**src/verilog/core_decoder_pkg.sv**
```systemverilog
// constants and types for the instruction decoder
//
// Contract
// - most instructions one word, four take two
// - word splits into opcode and operand fields
// - lone second word (1111 top) is a no-op
// - destination bit picks accumulator or register
// - access bit picks access RAM or bank
// - bank register holds selected RAM bank
// - bit field picks bit 0 to 7
// - register field is address or pointer selector
// - register moves use full 12-bit addresses
// - literal is 8, 12 or 20 bits
// - literal-to-pointer picks pointer by register field
// - branch offset signed, call/goto target absolute
// - table update mode has four behaviours
// - five arithmetic status flags are reported
// - taken test or jump adds one no-op cycle
// - two-word instructions take two cycles
// - instruction cycle is four clock periods
// - base set plus eight extended instructions
// - fast bit selects shadow register save/restore
package core_decoder_pkg;
    localparam int ADDR_W = 12;
    localparam int BANK_W = 4;
    localparam int LIT_W  = 20;
    localparam int FLAG_N = 5;
    localparam int APB_AW = 8;
    localparam logic [1:0] PHASE_LAST = 2'h3;
    localparam logic [3:0] SECOND_MARK = 4'hF;
    localparam logic [7:0] ACCESS_SPLIT = 8'h60;
    localparam logic [3:0] ACCESS_LOW_BANK = 4'h0;
    localparam logic [3:0] ACCESS_HIGH_BANK = 4'hF;
    localparam logic [1:0] CYC_ONE = 2'h1;
    localparam logic [1:0] CYC_TWO = 2'h2;
    localparam logic [7:0] OFF_CTRL = 8'h00;
    localparam logic [7:0] OFF_BANK = 8'h04;
    localparam logic [7:0] OFF_STATUS = 8'h08;
    localparam logic [7:0] OFF_COUNT = 8'h0C;
    localparam int CTRL_EN_BIT = 0;
    localparam int CTRL_EXT_BIT = 1;
    localparam logic [1:0] CTRL_RESET = 2'h1;
    localparam logic [3:0] BANK_RESET = 4'h0;
    localparam int FLAG_CARRY = 0;
    localparam int FLAG_DIGIT = 1;
    localparam int FLAG_ZERO = 2;
    localparam int FLAG_OVER = 3;
    localparam int FLAG_NEG = 4;

    typedef enum logic [3:0] {
        CLS_NOP    = 4'b0000,
        CLS_BYTE   = 4'b0001,
        CLS_BIT    = 4'b0010,
        CLS_LIT    = 4'b0011,
        CLS_LFSR   = 4'b0100,
        CLS_MOVFF  = 4'b0101,
        CLS_GOTO   = 4'b0110,
        CLS_CALL   = 4'b0111,
        CLS_BRANCH = 4'b1000,
        CLS_TABLE  = 4'b1001,
        CLS_RETURN = 4'b1010,
        CLS_MISC   = 4'b1011,
        CLS_EXT    = 4'b1100
    } instr_class_t;

    typedef enum logic [1:0] {
        LW_NONE = 2'b00, LW_8 = 2'b01, LW_12 = 2'b10, LW_20 = 2'b11
    } lit_width_t;

    typedef enum logic [1:0] {
        TBL_KEEP = 2'b00, TBL_POST_INC = 2'b01,
        TBL_POST_DEC = 2'b10, TBL_PRE_INC = 2'b11
    } tbl_update_t;

    typedef enum logic {SEQ_FIRST = 1'b0, SEQ_SECOND = 1'b1} seq_state_t;

    typedef struct packed {
        instr_class_t      cls;
        logic [7:0]        opcode;
        logic              to_register;
        logic              use_bank;
        logic [7:0]        reg_addr;
        logic [ADDR_W-1:0] data_addr;
        logic [ADDR_W-1:0] dest_addr;
        logic [2:0]        bit_pos;
        logic [1:0]        ptr_sel;
        logic [LIT_W-1:0]  literal;
        lit_width_t        lit_width;
        logic              relative;
        logic [LIT_W-1:0]  target;
        logic              fast;
        tbl_update_t       tbl_mode;
        logic              tbl_write;
        logic [1:0]        cycles;
        logic              pending;
    } decoded_t;
endpackage

```
**src/verilog/core_instruction_decoder.sv**
```systemverilog
// instruction decoder with apb control and status registers
`timescale 1ns/1ns
module core_instruction_decoder
    import core_decoder_pkg::*;
#(
    parameter int COUNT_W = 16
) (
    input  wire logic              pclk,
    input  wire logic              presetn,
    input  wire logic              ce,
    input  wire logic              psel,
    input  wire logic              penable,
    input  wire logic              pwrite,
    input  wire logic [APB_AW-1:0] paddr,
    input  wire logic [31:0]       pwdata,
    output logic      [31:0]       prdata,
    output logic                   pready,
    output logic                   pslverr,
    input  wire logic [15:0]       instr_word,
    input  wire logic              instr_valid,
    input  wire logic              redirect,
    input  wire logic              bank_we,
    input  wire logic [BANK_W-1:0] bank_wdata,
    input  wire logic [FLAG_N-1:0] flags_in,
    input  wire logic [FLAG_N-1:0] flags_we,
    output decoded_t               dec,
    output logic                   dec_valid,
    output logic                   cycle_tick,
    output logic [FLAG_N-1:0]      status_flags,
    output logic [BANK_W-1:0]      bank_select_register
);

    if (COUNT_W < 1 || COUNT_W > 32) begin : g_bad_count
        $error("COUNT_W must lie in 1..32");
    end

    // ************************************************************
    // instruction cycle phase
    // ************************************************************
    logic [1:0] phase;
    logic       tick_now;

    assign tick_now = ce && (phase == PHASE_LAST);

    always_ff @(posedge pclk or negedge presetn) begin
        if (!presetn) begin
            phase <= 2'h0;
        end else if (ce) begin
            phase <= phase + 2'h1;
        end
    end

    always_ff @(posedge pclk or negedge presetn) begin
        if (!presetn) begin
            cycle_tick <= 1'b0;
        end else if (ce) begin
            cycle_tick <= tick_now;
        end
    end

    // ************************************************************
    // control registers
    // ************************************************************
    logic [1:0]         ctrl;
    logic [COUNT_W-1:0] instr_count;
    logic               flush_req;
    logic               ctrl_en;
    logic               ext_en;
    logic               take;
    logic               flush_now;
    logic               apb_access;
    logic               apb_write;

    assign ctrl_en    = ctrl[CTRL_EN_BIT];
    assign ext_en     = ctrl[CTRL_EXT_BIT];
    assign take       = instr_valid && ctrl_en;
    assign flush_now  = flush_req || redirect;
    assign apb_access = psel && penable;
    assign apb_write  = apb_access && pready && pwrite;

    always_ff @(posedge pclk or negedge presetn) begin
        if (!presetn) begin
            ctrl <= CTRL_RESET;
        end else if (ce && apb_write && paddr == OFF_CTRL) begin
            ctrl <= pwdata[1:0];
        end
    end

    // datapath bank loads win over software writes in the same cycle
    always_ff @(posedge pclk or negedge presetn) begin
        if (!presetn) begin
            bank_select_register <= BANK_RESET;
        end else if (ce && bank_we) begin
            bank_select_register <= bank_wdata;
        end else if (ce && apb_write && paddr == OFF_BANK) begin
            bank_select_register <= pwdata[BANK_W-1:0];
        end
    end

    // a redirect in the consuming cycle is kept, the set wins
    always_ff @(posedge pclk or negedge presetn) begin
        if (!presetn) begin
            flush_req <= 1'b0;
        end else if (ce) begin
            flush_req <= redirect || (flush_req && !(tick_now && take));
        end
    end

    always_ff @(posedge pclk or negedge presetn) begin
        if (!presetn) begin
            instr_count <= '0;
        end else if (tick_now && take) begin
            instr_count <= instr_count + 1'b1;
        end
    end

    // ************************************************************
    // status flags
    // ************************************************************
    for (genvar i = 0; i < FLAG_N; i++) begin : g_flag
        always_ff @(posedge pclk or negedge presetn) begin
            if (!presetn) begin
                status_flags[i] <= 1'b0;
            end else if (ce && flags_we[i]) begin
                status_flags[i] <= flags_in[i];
            end
        end
    end

    // ************************************************************
    // word decode
    // ************************************************************
    seq_state_t seq;
    logic [15:0] first_word;
    logic [15:0] src;
    decoded_t    next_dec;

    function automatic logic two_word(input logic [15:0] w);
        two_word = (w[15:12] == 4'hC) || (w[15:10] == 6'b111011);
    endfunction

    assign src = (seq == SEQ_SECOND) ? first_word : instr_word;

    always_comb begin
        next_dec = '0;
        next_dec.cls = CLS_NOP;
        next_dec.lit_width = LW_NONE;
        next_dec.tbl_mode = TBL_KEEP;
        next_dec.cycles = CYC_ONE;
        next_dec.opcode = src[15:8];
        next_dec.to_register = src[9];
        next_dec.use_bank = src[8];
        next_dec.reg_addr = src[7:0];
        next_dec.bit_pos = src[11:9];
        next_dec.ptr_sel = src[5:4];
        next_dec.literal = {12'h000, src[7:0]};
        if (src[8]) begin
            next_dec.data_addr = {bank_select_register, src[7:0]};
        end else if (src[7:0] < ACCESS_SPLIT) begin
            next_dec.data_addr = {ACCESS_LOW_BANK, src[7:0]};
        end else begin
            next_dec.data_addr = {ACCESS_HIGH_BANK, src[7:0]};
        end
        unique case (src[15:12])
            4'h0: begin
                if (src[11:8] == 4'h0) begin
                    if (src[7:3] == 5'b00001) begin
                        next_dec.cls = CLS_TABLE;
                        next_dec.tbl_write = src[2];
                        next_dec.tbl_mode = tbl_update_t'(src[1:0]);
                    end else if (src[7:2] == 6'b000100) begin
                        next_dec.cls = CLS_RETURN;
                        next_dec.fast = src[0];
                        next_dec.cycles = CYC_TWO;
                    end else if (src[7:0] == 8'h14) begin
                        next_dec.cls = ext_en ? CLS_EXT : CLS_NOP;
                    end else begin
                        next_dec.cls = CLS_MISC;
                    end
                end else if (src[11:9] == 3'b000 || src[11]) begin
                    next_dec.cls = CLS_LIT;
                    next_dec.lit_width = LW_8;
                end else begin
                    next_dec.cls = CLS_BYTE;
                end
            end
            4'h1, 4'h2, 4'h3, 4'h4, 4'h5, 4'h6: begin
                next_dec.cls = CLS_BYTE;
            end
            4'h7, 4'h8, 4'h9, 4'hA, 4'hB: begin
                next_dec.cls = CLS_BIT;
            end
            4'hC: begin
                next_dec.cls = CLS_MOVFF;
                next_dec.use_bank = 1'b0;
                next_dec.to_register = 1'b1;
                next_dec.data_addr = src[11:0];
            end
            4'hD: begin
                next_dec.cls = CLS_BRANCH;
                next_dec.relative = 1'b1;
                next_dec.target = {{9{src[10]}}, src[10:0]};
                next_dec.cycles = CYC_TWO;
            end
            4'hE: begin
                unique case (src[11:10])
                    2'b00, 2'b01: begin
                        next_dec.cls = CLS_BRANCH;
                        next_dec.relative = 1'b1;
                        next_dec.target = {{12{src[7]}}, src[7:0]};
                    end
                    2'b10: begin
                        next_dec.cls = ext_en ? CLS_EXT : CLS_NOP;
                    end
                    2'b11: begin
                        if (src[9:8] == 2'b10) begin
                            next_dec.cls = CLS_LFSR;
                            next_dec.lit_width = LW_12;
                            next_dec.literal = {16'h0000, src[3:0]};
                        end else begin
                            next_dec.cls = src[9] ? CLS_GOTO : CLS_CALL;
                            next_dec.fast = !src[9] && src[8];
                            next_dec.lit_width = LW_20;
                            next_dec.target = {12'h000, src[7:0]};
                        end
                    end
                endcase
            end
            4'hF: begin
                next_dec.cls = CLS_NOP;
            end
        endcase
        if (two_word(src)) begin
            next_dec.cycles = CYC_TWO;
            next_dec.pending = (seq == SEQ_FIRST);
            if (seq == SEQ_SECOND) begin
                next_dec.dest_addr = instr_word[11:0];
                if (next_dec.cls == CLS_LFSR) begin
                    next_dec.literal = {8'h00, src[3:0], instr_word[7:0]};
                end else begin
                    next_dec.target = {instr_word[11:0], src[7:0]};
                    next_dec.literal = {instr_word[11:0], src[7:0]};
                end
            end
        end
        if (flush_now) begin
            next_dec = '0;
            next_dec.cls = CLS_NOP;
            next_dec.cycles = CYC_ONE;
        end
    end

    // ************************************************************
    // word sequencing
    // ************************************************************
    always_ff @(posedge pclk or negedge presetn) begin
        if (!presetn) begin
            seq <= SEQ_FIRST;
            first_word <= 16'h0000;
        end else if (tick_now && take) begin
            if (flush_now) begin
                seq <= SEQ_FIRST;
            end else begin
                unique case (seq)
                    SEQ_FIRST: begin
                        if (two_word(instr_word)) begin
                            seq <= SEQ_SECOND;
                            first_word <= instr_word;
                        end
                    end
                    SEQ_SECOND: begin
                        seq <= SEQ_FIRST;
                    end
                endcase
            end
        end
    end

    // decoded fields stand until the next instruction cycle that takes a word
    always_ff @(posedge pclk or negedge presetn) begin
        if (!presetn) begin
            dec <= '0;
            dec_valid <= 1'b0;
        end else if (tick_now) begin
            dec_valid <= take;
            if (take) begin
                dec <= next_dec;
            end
        end
    end

    // ************************************************************
    // apb slave, one wait state
    // ************************************************************
    logic        hit;
    logic [31:0] rd_mux;

    always_comb begin
        hit = 1'b1;
        rd_mux = 32'h0000_0000;
        unique case (paddr)
            OFF_CTRL: rd_mux = {30'h0, ctrl};
            OFF_BANK: rd_mux = {{(32-BANK_W){1'b0}}, bank_select_register};
            OFF_STATUS: rd_mux = {25'h0, flush_req, seq == SEQ_SECOND, status_flags};
            OFF_COUNT: rd_mux = 32'(instr_count);
            default: hit = 1'b0;
        endcase
    end

    always_ff @(posedge pclk or negedge presetn) begin
        if (!presetn) begin
            pready <= 1'b0;
        end else if (ce) begin
            pready <= apb_access && !pready;
        end
    end

    always_ff @(posedge pclk or negedge presetn) begin
        if (!presetn) begin
            prdata <= 32'h0000_0000;
            pslverr <= 1'b0;
        end else if (ce && apb_access && !pready) begin
            prdata <= pwrite ? 32'h0000_0000 : rd_mux;
            pslverr <= !hit;
        end
    end
endmodule // core_instruction_decoder

```
**config.mk**
```make
export PLATFORM = sky130hd
export DESIGN_NAME = core_instruction_decoder
export DESIGN_NICKNAME = d
export VERILOG_FILES = /design/src/verilog/core_decoder_pkg.sv /design/src/verilog/core_instruction_decoder.sv
export SDC_FILE = /design/constraint.sdc
export NUM_CORES = 1
export LEC_CHECK = 0
export ABC_AREA = 1
export BUFFER_PORTS_ARGS = -buffer_cell sky130_fd_sc_hd__buf_4
export CORE_UTILIZATION = 39
export CTS_BUF_LIST = sky130_fd_sc_hd__clkbuf_4
export DETAILED_ROUTE_END_ITERATION = 8
export SYNTH_ARGS = -nofsm -noshare
export SYNTH_HDL_FRONTEND = slang
export SYNTH_SLANG_ARGS = --single-unit
```
**constraint.sdc**
```tcl
create_clock -name pclk -period 2.2 [get_ports pclk]
set_input_delay 0.22 -clock pclk [delete_from_list [all_inputs] [get_ports pclk]]
set_output_delay 0.22 -clock pclk [all_outputs]
set_load 0.01 [all_outputs]
```
==> flow_summary.ini <==
[logic_synthesis]
synthArstFlopShare_pct = 100
synth_ff_type = dfrtp_1
synth_commonest_cells = nand2_1 (359), dfrtp_1 (154), inv_1 (82)
synth_top_area_share_pct = 50.3
synth.distinct_cells = 38
synth_top_cell_by_area = dfrtp_1
synth.most_common_cell = nand2_1
postSynthAreaPerCell_um2 = 8.09
synth_warnings = 0
yosys-top-cells-area = dfrtp_1 (50%), nand2_1 (18%), o21ai_0 (4.1%)
synth_area_um2 = 7660
syn-instance-count = 947
synth_edf_count = 0
seq_area_frac_synth_pct = 50.7
ys_seq_elements = 155

[global_route]
grt_max_degree = 91
grt_pass1_vias = 6341
track_usage_pct = 21.1
antenna_found_initial = 0
overflow = 0
grt_pass1_wl_um = 33200

[timing]
rsz0062_at_grt = no
finalCritPeriodShare_pct = 93.6
hold_ws_ns = 0.0503
finClkSkew_ns = 0.0215
final_hold_viol_count = 0
fin_crit_ns = 2.06
fmax_mhz = 485
slew_violations = 0
finalSetupViolCount = 0
setup_tns_ns = 0

[routing]
firstDrtPassIters = 5
ant_nets = 0
wl_per_cell_um = 14.4
wirelength_um = 20600
viasPerCell = 4.72
route.layer.met1.wl_um = 9180
vias = 6761
first_iter_violations = 408
routed-wl-met2_um = 10000
route.met3.wl_um = 1130
drc = 0
routed.top_layer = met4

[clocking]
clock_path_buffers = 2
clk_pin_slew_worst_paths_ns = 0.14
clock_latency_ns = 0.57
clock_tree.root_cell = clkbuf_4
numCtsBuffers = 17
numClockSinks = 155
cts_max_level = 4
cts_setup_buffers = 0
cts_tree = done

[place]
hpwl_um = 14900
io_buffers = 180
gp_congestion = 0.843
placedInstanceArea_um2 = 9220

[floorplanning]
fp.dieW_um = 142
coreArea_um2 = 19000
die-area_um2 = 20200
pin_count = 225
initial_utilization_pct = 40.4
fp.dieH_um = 142
rows = 50

[setup_path]
worstPathRequired_ns = 2.68
path_class = register to register
critPathLaunchType = register
startpoint = seq$_DFFE_PN0P_
cp_max_fo = 22
worstRegToRegCells = 11
r2r_start = seq$_DFFE_PN0P_
regToRegSetupSlack_ns = 0.14
rr_endpoint = dec[57]$_DFFE_PN0P_
endpoint_kind = register
crit_arrival_ns = 2.54

[power_and_ir_drop]
power_density_nw_per_um2 = 511
p_total_w = 0.00504
peakVddDrop_mv = 0.254
p_leak_nw = 5.37

[hold_path]
min_path_cells = 4
hold_start = bank_we
hold_end = bank_select_register[0]$_DFFE_PN0P_
hp-class = input pin to register

[final_layout]
final_area_um2 = 9870
nets = 1241
layout-drive-gt1-share_pct = 24.6
nFillCells = 1865
area_growth_pct = 28.9
fin_util_pct = 52.1
n_antenna_cell = 0

[flow_run]
drv_cap = 0

[run_status]
status = complete, no violations
[placed cells by master, fill, tap and decap left out, drive strengths merged]
| cell type | netlist | layout |
|---|---|---|
| nand2 | 380 | 380 |
| buf | 43 | 200 |
| dfrtp | 154 | 154 |
| inv | 88 | 88 |
| o21ai | 88 | 88 |
| nand3 | 50 | 50 |
| nor2 | 50 | 50 |
| dlygate4sd3 | 0 | 39 |
| clkbuf | 17 | 20 |
| conb | 1 | 16 |
| a21oi | 15 | 15 |
| xor2 | 11 | 11 |
| nand4 | 11 | 11 |
| o211ai | 10 | 10 |
| a31oi | 8 | 8 |
| nor3 | 7 | 7 |
| clkinv | 0 | 7 |
| clkinvlp | 0 | 4 |
| o31ai | 3 | 3 |
| o22ai | 2 | 2 |
| or2 | 2 | 2 |
| ha | 2 | 2 |
| xnor2 | 1 | 1 |
| o2111ai | 1 | 1 |
| a22o | 1 | 1 |
| a21boi | 1 | 1 |
| bufinv | 0 | 1 |
| dfstp | 1 | 1 |
[cells by family (layout without fill, tap and decap cells)]
group                      after synthesis  in the layout  synth area share, %
and+or+nand+nor                        500            500                 28.3
buffers and inverters                  148            359                 9.67
other                                    1             16               0.0490
adders and majority gates                2              2                0.327
DFF                                    155            155                 50.7
AOI/OAI and AO/OA                      129            129                 9.64
xor gates and xnor gates                12             12                 1.37
[layout make-up]
| cell class | count | area, um^2 | area share, % |
|---|---|---|---|
| repair buffers | 239 | 1970 | 20.0 |
| flip-flops and latches | 155 | 3880 | 39.3 |
| multi-input cells | 659 | 3100 | 31.4 |
| clock buffers | 20 | 150 | 1.52 |
| inverters | 88 | 338 | 3.42 |
| clock inverters | 12 | 103 | 1.04 |
| well taps | 260 | 325 | 3.30 |
[critical path, cell delays in order (launching register included)]
cell     delay (ns)
dfrtp_2        0.48
buf_12         0.18
nand2_1        0.08
nand2_2        0.11
nor2_4         0.19
nand3_4        0.16
nand2_8        0.16
nand2_4        0.08
nor2_4         0.11
buf_12         0.15
inv_1          0.07
o21ai_0        0.18
[how the worst max path moves through the flow]
stage | cells after the start | endpoint
after CTS | 11 | dec[57]$_DFFE_PN0P_
final | 11 | dec[57]$_DFFE_PN0P_
after detailed placement | 11 | dec[57]$_DFFE_PN0P_
after floorplan | 13 | dec[31]$_DFFE_PN0P_
after global routing | 11 | dec[57]$_DFFE_PN0P_
after global placement | 11 | dec[58]$_DFFE_PN0P_
[repair_timing]
| item | CTS | global route |
|---|---|---|
| resized for setup | 0 | 2 |
| endpoints found under the hold margin | 117 | 0 |
| hold buffers | 39 | 0 |
| setup endpoints to repair | 0 | 19 |
[report_power, final]
| part | total [W] | switching [W] | internal (W) |
|---|---|---|---|
| registers | 0.00295 | 0.0000435 | 0.00290 |
| logic | 0.000460 | 0.000243 | 0.000217 |
| clock network | 0.00164 | 0.00105 | 0.000589 |
| total | 0.00504 | 0.00134 | 0.00371 |
[registers in the layout, indices dropped and copies added (netlist names)]
signal                flops
flush_req                 1
pslverr                   1
pready                    1
cycle_tick                1
instr_count              16
ctrl                      2
phase                     2
seq                       1
dec_valid                 1
dec                      88
bank_select_register      4
prdata                   16
status_flags              5
first_word               16
[routing by layer]
layer | up-vias | track usage (%)
li1 | 3383 | -
met1 | 3159 | 27.9
met2 | 195 | 34.8
met5 | - | 0
met3 | 24 | 4.44
met4 | 0 | 6.06
[stage by stage]
stage,instances,worst slack [ns]
after global routing,1433,0.0148
after floorplan,962,0.523
final,1433,0.140
after detailed placement,1362,0.0621
after CTS,1433,0.0366
after global placement,1362,0.156
Power figures use the tool's default switching activity.
